## config.mk

```make
export PLATFORM = sky130hd
export DESIGN_NAME = esr_seq
export DESIGN_NICKNAME = d
export VERILOG_FILES = /design/src/common/esr_pkg.sv /design/src/design/esr_seq.sv
export SDC_FILE = /design/constraint.sdc
export NUM_CORES = 2
export LEC_CHECK = 0
export ABC_AREA = 1
export ABC_CLOCK_PERIOD_IN_PS = 19300
export BUFFER_PORTS_ARGS = -buffer_cell sky130_fd_sc_hd__buf_2
export CAP_MARGIN = 10
export CORE_UTILIZATION = 50
export CTS_BUF_LIST = sky130_fd_sc_hd__clkbuf_4 sky130_fd_sc_hd__clkbuf_8
export DETAILED_ROUTE_END_ITERATION = 12
export PLACE_DENSITY = 0.68
export SLEW_MARGIN = 40
export SYNTH_ARGS = -nofsm -noshare
export SYNTH_HDL_FRONTEND = slang
export SYNTH_SLANG_ARGS = --single-unit
```

## constraint.sdc

```tcl
create_clock -name sys_clk_i -period 19.3 [get_ports sys_clk_i]
set_input_delay 0 -clock sys_clk_i [delete_from_list [all_inputs] [get_ports sys_clk_i]]
set_output_delay 0 -clock sys_clk_i [all_outputs]
set_load 0.005 [all_outputs]
```

## src/common/esr_pkg.sv

```systemverilog
// Shared constants, register map and types of the engine speed reference sequencer.
package esr_pkg;
	localparam int CLK_MHZ = 50;
	localparam int TICK_PERIOD_US = 1000;
	localparam int TICK_CYCLES_DFLT = TICK_PERIOD_US * CLK_MHZ;

	localparam logic [5:0] OFF_CTRL = 6'h00;
	localparam logic [5:0] OFF_STATUS = 6'h04;
	localparam logic [5:0] OFF_IDLE = 6'h08;
	localparam logic [5:0] OFF_RATED = 6'h0c;
	localparam logic [5:0] OFF_LOWER_LIM = 6'h10;
	localparam logic [5:0] OFF_RAISE_LIM = 6'h14;
	localparam logic [5:0] OFF_REM_LO = 6'h18;
	localparam logic [5:0] OFF_REM_HI = 6'h1c;
	localparam logic [5:0] OFF_ACCEL_T = 6'h20;
	localparam logic [5:0] OFF_DECEL_T = 6'h24;
	localparam logic [5:0] OFF_RAISE_RATE = 6'h28;
	localparam logic [5:0] OFF_LOWER_RATE = 6'h2c;
	localparam logic [5:0] OFF_TORS_LIM = 6'h30;
	localparam logic [5:0] OFF_TORS_FUEL = 6'h34;
	localparam logic [5:0] OFF_SPEED_REF = 6'h38;

	localparam int CTRL_TORS_EN_BIT = 0;
	localparam int CTRL_START_AR_BIT = 1;
	localparam int CTRL_AR_CMD_BIT = 2;

	localparam logic [15:0] RST_IDLE = 16'h02bc;
	localparam logic [15:0] RST_RATED = 16'h0708;
	localparam logic [15:0] RST_LOWER_LIM = 16'h0640;
	localparam logic [15:0] RST_RAISE_LIM = 16'h076c;
	localparam logic [15:0] RST_REM_LO = 16'h0640;
	localparam logic [15:0] RST_REM_HI = 16'h076c;
	localparam logic [15:0] RST_ACCEL_T = 16'h2710;
	localparam logic [15:0] RST_DECEL_T = 16'h2710;
	localparam logic [15:0] RST_RAISE_RATE = 16'h0001;
	localparam logic [15:0] RST_LOWER_RATE = 16'h0001;
	localparam logic [15:0] RST_TORS_LIM = 16'hffff;
	localparam logic [15:0] RST_TORS_FUEL = 16'h2710;

	localparam logic [15:0] REM_FAIL_CODE = 16'h0800;
	localparam logic [15:0] REM_LOW_CODE = 16'h1000;
	localparam logic [15:0] REM_HIGH_CODE = 16'h5000;
	localparam int REM_SPAN_LOG2 = 14;
	localparam logic [15:0] FUEL_MAX = 16'h2710;
	localparam logic [20:0] FAIL_DIV = 21'h000014;

	typedef enum logic [1:0] {
		ESR_IDLE = 2'b00,
		ESR_ACCEL = 2'b01,
		ESR_RATED = 2'b10,
		ESR_DECEL = 2'b11
	} esr_mode_t;

	typedef struct packed {
		logic rated;
		logic raise;
		logic lower;
		logic alarm_reset;
		logic fail_ovrd;
		logic alt_gain;
	} esr_contacts_t;

	typedef struct packed {
		logic tors_en;
		logic start_ar_en;
		logic [15:0] idle;
		logic [15:0] rated;
		logic [15:0] lower_lim;
		logic [15:0] raise_lim;
		logic [15:0] rem_lo;
		logic [15:0] rem_hi;
		logic [15:0] accel_t;
		logic [15:0] decel_t;
		logic [15:0] raise_rate;
		logic [15:0] lower_rate;
		logic [15:0] tors_lim;
		logic [15:0] tors_fuel;
	} esr_cfg_t;

	typedef struct packed {
		esr_contacts_t sync1;
		esr_contacts_t sync2;
		esr_cfg_t cfg;
		esr_mode_t st;
		logic ar_prev;
		logic por;
		logic anyok_prev;
		logic ar_pulse;
		logic fail_a;
		logic fail_b;
		logic rem_fail;
		logic tors_hi;
		logic ack;
		logic [31:0] rdata;
		logic [31:0] tick_cnt;
		logic [31:0] acc;
		logic [15:0] ref_spd;
		logic [15:0] sel;
		logic [15:0] fuel;
		logic signed [16:0] err;
	} esr_state_t;
endpackage

```

## src/design/esr_seq.sv

```systemverilog
// Speed selection, failure handling, alarm reset and speed reference sequencing with Avalon-MM registers.
module esr_seq #(
	parameter int unsigned TICK_CYCLES = esr_pkg::TICK_CYCLES_DFLT
) (
	input wire logic sys_clk_i,
	input wire logic rst_n_i,
	input wire logic [5:0] avs_address_i,
	input wire logic avs_read_i,
	input wire logic avs_write_i,
	input wire logic [31:0] avs_writedata_i,
	output logic [31:0] avs_readdata_o,
	output logic avs_waitrequest_o,
	input wire esr_pkg::esr_contacts_t contacts_i,
	input wire logic [15:0] spd_a_i,
	input wire logic [15:0] spd_b_i,
	input wire logic [15:0] spd_filt_i,
	input wire logic [15:0] tors_level_i,
	input wire logic [15:0] rem_code_i,
	input wire logic [15:0] pid_fuel_i,
	input wire logic [15:0] max_fuel_i,
	input wire logic [15:0] start_fuel_i,
	output logic [15:0] speed_ref_o,
	output logic [15:0] speed_sel_o,
	output logic signed [16:0] speed_err_o,
	output logic [15:0] fuel_demand_o,
	output logic alternate_gain_set_select_o,
	output logic alarm_reset_pulse_o,
	output logic [1:0] sensor_fail_o,
	output logic remote_fail_o,
	output logic tors_limit_o,
	output logic remote_sel_o
);
	import esr_pkg::*;

	esr_state_t r;
	esr_state_t n;
	esr_contacts_t c;
	logic fail_a_now;
	logic fail_b_now;
	logic both_fail;
	logic tors_act;
	logic tors_hi_now;
	logic rem_fail_now;
	logic remote;
	logic one_cmd;
	logic tick;
	logic ar;
	logic wr_ok;
	logic [15:0] hs;
	logic [15:0] idle_eff;
	logic [15:0] delta;
	logic [15:0] xc;
	logic [15:0] xoff;
	logic signed [16:0] span;
	logic signed [33:0] prod;
	logic signed [33:0] tsum;
	logic [15:0] rem_raw;
	logic [15:0] rem_tgt;
	logic [15:0] pid_t;
	logic [15:0] fuel_c;
	logic [31:0] acc1;
	logic [31:0] rd;

	function automatic logic [15:0] step_to(input logic [15:0] cur, input logic [15:0] tgt,
		input logic [15:0] up, input logic [15:0] dn);
		logic [16:0] s;
		s = {1'b0, cur} + {1'b0, up};
		if (cur < tgt) begin
			step_to = (s > {1'b0, tgt}) ? tgt : s[15:0];
		end else begin
			step_to = ((cur - tgt) < dn) ? tgt : cur - dn;
		end
	endfunction

	function automatic logic low_speed(input logic [15:0] s, input logic [15:0] rated);
		low_speed = (({5'h00, s} * FAIL_DIV) < {5'h00, rated});
	endfunction

	function automatic logic [15:0] min16(input logic [15:0] a, input logic [15:0] b);
		min16 = (a < b) ? a : b;
	endfunction

	always_comb begin
		n = r;
		n.sync1 = contacts_i;
		n.sync2 = r.sync1;
		c = r.sync2;
		remote = c.raise & c.lower;
		one_cmd = c.raise ^ c.lower;
		fail_a_now = low_speed(spd_a_i, r.cfg.rated);
		fail_b_now = low_speed(spd_b_i, r.cfg.rated);
		both_fail = fail_a_now & fail_b_now;
		tors_act = r.cfg.tors_en & ~fail_a_now & ~fail_b_now;
		hs = (spd_a_i > spd_b_i) ? spd_a_i : spd_b_i;
		n.sel = tors_act ? spd_filt_i : hs;
		tors_hi_now = tors_act & (tors_level_i >= r.cfg.tors_lim);
		rem_fail_now = rem_code_i < REM_FAIL_CODE;
		// A fixed tick of TICK_CYCLES clocks keeps ramp slopes independent of bus traffic; its period scales with the clock period.
		tick = (r.tick_cnt == 32'(TICK_CYCLES - 1));
		n.tick_cnt = tick ? 32'h0 : r.tick_cnt + 32'h1;
		wr_ok = avs_write_i & r.ack;
		n.ar_prev = c.alarm_reset;
		n.anyok_prev = ~both_fail;
		n.por = 1'b0;
		ar = r.por
			| (r.ar_prev & ~c.alarm_reset)
			| (r.cfg.start_ar_en & ~both_fail & ~r.anyok_prev)
			| (wr_ok & (avs_address_i[5:2] == OFF_CTRL[5:2]) & avs_writedata_i[CTRL_AR_CMD_BIT]);
		n.ar_pulse = ar;
		// A fresh failure in the reset cycle keeps its flag set.
		n.fail_a = fail_a_now | (r.fail_a & ~ar);
		n.fail_b = fail_b_now | (r.fail_b & ~ar);
		n.rem_fail = rem_fail_now | (r.rem_fail & ~ar);
		n.tors_hi = tors_hi_now | (r.tors_hi & ~ar);
		xc = (rem_code_i < REM_LOW_CODE) ? REM_LOW_CODE :
			((rem_code_i > REM_HIGH_CODE) ? REM_HIGH_CODE : rem_code_i);
		xoff = xc - REM_LOW_CODE;
		span = $signed({1'b0, r.cfg.rem_hi}) - $signed({1'b0, r.cfg.rem_lo});
		prod = span * $signed({1'b0, xoff});
		tsum = $signed({18'h00000, r.cfg.rem_lo}) + (prod >>> REM_SPAN_LOG2);
		rem_raw = tsum[15:0];
		if (rem_fail_now) begin
			rem_tgt = r.cfg.lower_lim;
		end else if (rem_raw > r.cfg.raise_lim) begin
			rem_tgt = r.cfg.raise_lim;
		end else if (rem_raw < r.cfg.lower_lim) begin
			rem_tgt = r.cfg.lower_lim;
		end else begin
			rem_tgt = rem_raw;
		end
		idle_eff = (r.cfg.idle > r.cfg.rated) ? r.cfg.rated : r.cfg.idle;
		delta = r.cfg.rated - idle_eff;
		acc1 = r.acc + (tick ? {16'h0000, delta} : 32'h0);
		case (r.st)
			ESR_IDLE: begin
				n.ref_spd = idle_eff;
				n.acc = 32'h0;
				if (c.rated) begin
					n.st = ESR_ACCEL;
				end
			end
			ESR_ACCEL: begin
				if (!c.rated) begin
					n.st = ESR_DECEL;
					n.acc = 32'h0;
				end else if (remote) begin
					if (tick) begin
						n.ref_spd = step_to(r.ref_spd, rem_tgt, r.cfg.raise_rate, r.cfg.raise_rate);
					end
					if (r.ref_spd == rem_tgt) begin
						n.st = ESR_RATED;
					end
				end else if (one_cmd) begin
					n.st = ESR_RATED;
				end else if ((r.ref_spd >= r.cfg.rated) || (r.cfg.accel_t == 16'h0000)) begin
					n.ref_spd = r.cfg.rated;
					n.st = ESR_RATED;
				end else if (acc1 >= {16'h0000, r.cfg.accel_t}) begin
					// One unit per clock keeps the slope exact as long as delta stays below the tick length.
					n.ref_spd = r.ref_spd + 16'h0001;
					n.acc = acc1 - {16'h0000, r.cfg.accel_t};
				end else begin
					n.acc = acc1;
				end
			end
			ESR_RATED: begin
				n.acc = 32'h0;
				if (!c.rated) begin
					n.st = ESR_DECEL;
				end else if (tick && remote) begin
					n.ref_spd = step_to(r.ref_spd, rem_tgt, r.cfg.raise_rate, r.cfg.lower_rate);
				end else if (tick && c.raise && !c.lower) begin
					n.ref_spd = step_to(r.ref_spd, r.cfg.raise_lim, r.cfg.raise_rate, r.cfg.raise_rate);
				end else if (tick && c.lower && !c.raise) begin
					n.ref_spd = step_to(r.ref_spd, r.cfg.lower_lim, r.cfg.lower_rate, r.cfg.lower_rate);
				end
			end
			ESR_DECEL: begin
				if (c.rated) begin
					n.st = ESR_ACCEL;
					n.acc = 32'h0;
				end else if ((r.ref_spd <= idle_eff) || (r.cfg.decel_t == 16'h0000)) begin
					n.ref_spd = idle_eff;
					n.st = ESR_IDLE;
				end else if (acc1 >= {16'h0000, r.cfg.decel_t}) begin
					n.ref_spd = r.ref_spd - 16'h0001;
					n.acc = acc1 - {16'h0000, r.cfg.decel_t};
				end else begin
					n.acc = acc1;
				end
			end
			default: begin
				n.st = ESR_IDLE;
			end
		endcase
		if (both_fail) begin
			pid_t = c.fail_ovrd ? FUEL_MAX : 16'h0000;
		end else begin
			pid_t = pid_fuel_i;
		end
		fuel_c = min16(min16(pid_t, max_fuel_i), min16(start_fuel_i, tors_hi_now ? r.cfg.tors_fuel : FUEL_MAX));
		n.fuel = (both_fail && !c.fail_ovrd) ? 16'h0000 : fuel_c;
		n.err = $signed({1'b0, r.ref_spd}) - $signed({1'b0, r.sel});
		case (avs_address_i[5:2])
			OFF_CTRL[5:2]: rd = {30'h0, r.cfg.start_ar_en, r.cfg.tors_en};
			OFF_STATUS[5:2]: rd = {22'h0, r.st, c.alt_gain, remote, r.tors_hi, r.rem_fail,
				both_fail, tors_act, r.fail_b, r.fail_a};
			OFF_IDLE[5:2]: rd = {16'h0, r.cfg.idle};
			OFF_RATED[5:2]: rd = {16'h0, r.cfg.rated};
			OFF_LOWER_LIM[5:2]: rd = {16'h0, r.cfg.lower_lim};
			OFF_RAISE_LIM[5:2]: rd = {16'h0, r.cfg.raise_lim};
			OFF_REM_LO[5:2]: rd = {16'h0, r.cfg.rem_lo};
			OFF_REM_HI[5:2]: rd = {16'h0, r.cfg.rem_hi};
			OFF_ACCEL_T[5:2]: rd = {16'h0, r.cfg.accel_t};
			OFF_DECEL_T[5:2]: rd = {16'h0, r.cfg.decel_t};
			OFF_RAISE_RATE[5:2]: rd = {16'h0, r.cfg.raise_rate};
			OFF_LOWER_RATE[5:2]: rd = {16'h0, r.cfg.lower_rate};
			OFF_TORS_LIM[5:2]: rd = {16'h0, r.cfg.tors_lim};
			OFF_TORS_FUEL[5:2]: rd = {16'h0, r.cfg.tors_fuel};
			OFF_SPEED_REF[5:2]: rd = {16'h0, r.ref_spd};
			default: rd = 32'h0;
		endcase
		// One wait state on every access keeps read data in a flip-flop.
		n.ack = (avs_read_i | avs_write_i) & ~r.ack;
		if (avs_read_i && !r.ack) begin
			n.rdata = rd;
		end
		if (wr_ok) begin
			case (avs_address_i[5:2])
				OFF_CTRL[5:2]: begin
					n.cfg.tors_en = avs_writedata_i[CTRL_TORS_EN_BIT];
					n.cfg.start_ar_en = avs_writedata_i[CTRL_START_AR_BIT];
				end
				OFF_IDLE[5:2]: n.cfg.idle = avs_writedata_i[15:0];
				OFF_RATED[5:2]: n.cfg.rated = avs_writedata_i[15:0];
				OFF_LOWER_LIM[5:2]: n.cfg.lower_lim = avs_writedata_i[15:0];
				OFF_RAISE_LIM[5:2]: n.cfg.raise_lim = avs_writedata_i[15:0];
				OFF_REM_LO[5:2]: n.cfg.rem_lo = avs_writedata_i[15:0];
				OFF_REM_HI[5:2]: n.cfg.rem_hi = avs_writedata_i[15:0];
				OFF_ACCEL_T[5:2]: n.cfg.accel_t = avs_writedata_i[15:0];
				OFF_DECEL_T[5:2]: n.cfg.decel_t = avs_writedata_i[15:0];
				OFF_RAISE_RATE[5:2]: n.cfg.raise_rate = avs_writedata_i[15:0];
				OFF_LOWER_RATE[5:2]: n.cfg.lower_rate = avs_writedata_i[15:0];
				OFF_TORS_LIM[5:2]: n.cfg.tors_lim = avs_writedata_i[15:0];
				OFF_TORS_FUEL[5:2]: n.cfg.tors_fuel = avs_writedata_i[15:0];
				default: n.cfg = r.cfg;
			endcase
		end
	end

	always_ff @(posedge sys_clk_i or negedge rst_n_i) begin
		if (!rst_n_i) begin
			r <= '0;
			r.por <= 1'b1;
			r.st <= ESR_IDLE;
			r.cfg.idle <= RST_IDLE;
			r.cfg.rated <= RST_RATED;
			r.cfg.lower_lim <= RST_LOWER_LIM;
			r.cfg.raise_lim <= RST_RAISE_LIM;
			r.cfg.rem_lo <= RST_REM_LO;
			r.cfg.rem_hi <= RST_REM_HI;
			r.cfg.accel_t <= RST_ACCEL_T;
			r.cfg.decel_t <= RST_DECEL_T;
			r.cfg.raise_rate <= RST_RAISE_RATE;
			r.cfg.lower_rate <= RST_LOWER_RATE;
			r.cfg.tors_lim <= RST_TORS_LIM;
			r.cfg.tors_fuel <= RST_TORS_FUEL;
		end else begin
			r <= n;
		end
	end

	assign avs_readdata_o = r.rdata;
	assign avs_waitrequest_o = (avs_read_i | avs_write_i) & ~r.ack;
	assign speed_ref_o = r.ref_spd;
	assign speed_sel_o = r.sel;
	assign speed_err_o = r.err;
	assign fuel_demand_o = r.fuel;
	assign alternate_gain_set_select_o = r.sync2.alt_gain;
	assign alarm_reset_pulse_o = r.ar_pulse;
	assign sensor_fail_o = {r.fail_b, r.fail_a};
	assign remote_fail_o = r.rem_fail;
	assign tors_limit_o = r.tors_hi;
	assign remote_sel_o = r.sync2.raise & r.sync2.lower;
endmodule // esr_seq

```

==> results.yml <==
status:
  run_status: "complete, no violations"
synth:
  synth.top_cells.by_area: "sky130_fd_sc_hd__ha_1 (16%), sky130_fd_sc_hd__dfrtp_1 (15%), sky130_fd_sc_hd__nand2_1 (11%)"
  synthesis.yosys.warnings: 0
  synth_edf_count: 0
  synth_cells: 6995
  syn-cell-area_sq_mm: 0.0497
  async_flop_share_pct: 100
  syn_area_cell_sq_um: 7.11
  number_of_distinct_library_cells_after_synthesis: 74
  ys_seq_area_share_pct: 18.4
  synth.largest_area_cell: "sky130_fd_sc_hd__ha_1"
  yosys_register_bits: 362
  synthDominantCellAreaShare_pct: 16.5
  yosys_most_used_dff: "sky130_fd_sc_hd__dfrtp_1"
floorplanning:
  core_area_sq_mm: 0.0984
  design.die.area_sq_mm: 0.101
  fp.dieH_microns: 317
  start_util_pct: 50.5
  floorplan.rows: 115
  floorplan.die.width_microns: 317
  ioPinCount: 281
job:
  cap_violations: 0
clocking:
  tritoncts: "built"
  cts-root-to-sink-buffers: 3
  clock_sink_count: 362
  cts-buffers-inserted: 74
  total_of_cells_resized_after_clock_tree_synthesis: 0
  worst_skew_pair.late_latency_ns: 0.76
  htree_num_levels: 3
  clk_transition_reported_paths_ns: 0.06
  cts.root.buffer_cell: "sky130_fd_sc_hd__clkbuf_8"
global_route:
  pin_count_of_the_biggest_net_entering_global_routing: 84
  globalRoute.totalOverflow: 0
  track_usage_pct: 38.5
  grt_pass1_vias: 47100
  grt_first_pass_wirelength_mm: 292
  grt_antenna_before_repair: 13
critical_path:
  worst-path-buf-inv: 16
  rr_endpoint: "speed_ref_o[15]$_DFFE_PN0P_"
  category_of_cells_accounting_for_the_largest_share_of_critical_path_delay: "adder cells"
  timing.critical_path.mode_cell: "sky130_fd_sc_hd__nand2_1"
  r2r_setup_slack_ns: 2.29
  slowest_delay_ns: 0.64
  timing.critical_path.to: "speed_ref_o[15]$_DFFE_PN0P_"
  cp_data_arrival_time_ns: 17.64
  worstSetupStartpoint: "r[284]$_DFFE_PN0P_"
  worst-endpoint-required_ns: 19.93
  critical_path_start_end_classification: "reg2reg"
  regToRegStartpoint: "r[284]$_DFFE_PN0P_"
  startpoint_types: "flop"
  critical_path_peak_fanout: 23
  cp_num_cells: 85
  cp_slowest_cell: "sky130_fd_sc_hd__nor2_1"
  critical_path.endpoint_type: "flop"
  timing.reg2reg.worst_path_depth: 85
route:
  drt_iter0_markers: 5490
  post_route_drc: 0
  postRouteAntennaNets: 0
  first_pass_iters: 7
  drt-total-wl_mm: 197
  viasPerCell: 5.82
  vias: 49900
  average_wire_length_per_cell_after_detail_routing_microns: 23.0
sta:
  max_slew_violation_count: 0
  rsz0062_at_grt: "no"
  setup_viol_count_final: 0
  max_slew_margin_pct: 36.0
  setup_total_negative_slack_ns: 0
  timing.clock.skew_ns: 0.0408
  achievable-frequency_mhz: 58.8
  hold_viol: 0
  final_period_minus_worst_setup_slack_ns: 17.01
  max_slew.worst_pin.slew_ns: 0.950
  layout_worst_path_cycle_share_pct: 88.1
place:
  buffer_ports.inserted: 246
  placed_cells: 8334
  place.detailed.hpwl_mm: 154
  place_congestion: 1.08
final_layout:
  finish.utilization_pct: 55.5
  post_route_cells_drive_above_1_share_pct: 9.04
  synthToLayoutAreaGrowth_pct: 9.84
  fin_cells: 8580
  fin_nets: 8323
  fillerInstances: 9668
min_path:
  timing.hold.worst.class: "in2reg"
## logic make-up after synthesis
logic type,Yosys count,share of synthesized area [%]
multiplexers,1,0.0201
XOR/XNOR,262,4.71
AO/OA/AOI/OAI,1446,16.9
adder cells (fa/ha/maj),918,27.1
other,1,0.00754
AND/OR/NAND/NOR,2486,20.6
flip-flops,362,18.4
buffers and inverters,1519,12.3
## sequential cells by signal, indices dropped and copies added (netlist names)
register                     flops
remote_fail_o                    1
alternate_gain_set_select_o      1
speed_sel_o                     16
tors_limit_o                     1
n                                6
speed_err_o                     17
c                                5
alarm_reset_pulse_o              1
avs_readdata_o                  16
fuel_demand_o                   16
speed_ref_o                     16
sensor_fail_o                    2
r                              264
## what timing repair did
action / 4_1_cts / 5_1_grt
hold endpoints to repair: 321 / 0
endpoints found under the setup margin: 0 / 0
hold buffers: 105 / 0
setup buffers: 0 / 0
## layout by cell type, fill, tap and decap left out, drive strengths merged, types with 3 or more instances in the layout
master	synthesis	layout
a31oi	51	51
nand2	1502	1502
o22ai	59	59
inv	1202	1204
conb	1	31
xor2	199	199
buf	124	322
nor3	66	66
and2	3	3
o221ai	15	15
nor2	542	542
dfrtp	298	298
a2111oi	7	7
ha	655	655
dfstp	64	64
dlygate4sd3	0	104
nand3	232	232
nor4	32	32
xnor2	63	63
a21boi	7	7
nand3b	7	7
a221oi	38	38
or2	16	16
nand4	80	80
o21bai	42	42
a21o	23	23
o31ai	10	10
bufinv	0	4
a211oi	34	34
clkinvlp	0	4
o2111ai	12	12
o211ai	77	77
diode	0	6
clkbuf	176	116
a21oi	491	491
o21a	18	18
o21ai	550	550
clkinv	17	27
fa	263	263
## worst min path at each step
| stage | endpoint | from | cells past startpoint |
|---|---|---|---|
| 3_5_place_dp | r[208]$_DFFE_PN0P_ | rst_n_i | 1 |
| 2_1_floorplan | alarm_reset_pulse_o$_DFF_PN0_ | rst_n_i | 0 |
| 6_report | fuel_demand_o[8]$_DFF_PN0_ | max_fuel_i[8] | 7 |
| 3_3_place_gp | fuel_demand_o[3]$_DFF_PN0_ | rst_n_i | 1 |
| 5_1_grt | fuel_demand_o[8]$_DFF_PN0_ | max_fuel_i[8] | 7 |
| 4_1_cts | fuel_demand_o[8]$_DFF_PN0_ | max_fuel_i[8] | 7 |
## worst register-to-register path, delay by kind of cell, from the launching register on
family / cells / cell delay (ns)
AND/OR/NAND/NOR: 33 / 4.05
adder cells (fa/ha/maj): 13 / 4.96
flip-flops: 1 / 0.48
XOR/XNOR: 2 / 0.39
AO/OA/AOI/OAI: 21 / 4.65
buffers and inverters: 16 / 2.40
## cell type report
| type | count | area [sq um] | share of cell area, % |
|---|---|---|---|
| flip-flops and latches | 362 | 9140 | 16.7 |
| inverters | 1219 | 4580 | 8.37 |
| diodes | 6 | 15.0 | 0.0275 |
| clock inverters | 20 | 244 | 0.447 |
| multi-input cells | 5144 | 34700 | 63.5 |
| clock buffers | 114 | 1440 | 2.63 |
| repair buffers | 428 | 2900 | 5.31 |
| well taps | 1287 | 1610 | 2.95 |
## synth_stat cells (all sizes together), types with 2 or more instances
cell and instances:
o2111ai 12, o21a 18, dfrtp 298, nand3b 7, o311ai 2, clkinv 17, buf 124, a21o 23
o211ai 77, a21oi 491, o22ai 59, o21bai 42, nand2 1502, a211oi 34, nor2 542, nor3 66
and3 2, xnor2 63, dfstp 64, a2111oi 7, nor4 32, xor2 199, o41ai 2, a31oi 51
clkbuf 176, inv 1202, a22oi 2, o21ai 550, or2 16, ha 655, and2 3, a221oi 38
nand4 80, o31ai 10, nor3b 2, nand3 232, fa 263, o221ai 15, a21boi 7
## stage by stage
step,hold WS [ns],setup WS (ns),cell area (sq um)
floorplan,-0.296,5.74,49900
global placement,0.109,2.64,51700
finish,0.0425,2.29,54600
detailed placement,0.111,2.62,51800
global route,0.0502,0.967,54600
CTS,0.00122,2.59,54600
## metal layers
layer	share of wire, %	up-vias	global-route usage (%)
met1	41	23600	51.4
met5	0.012	-	0
met4	6.3	4	21.3
met2	42	2648	57.5
li1	-	23100	-
met3	11	562	8.97
Power is not shown: default switching activity piles up to over one toggle a cycle in this logic, so the estimate is an artifact.
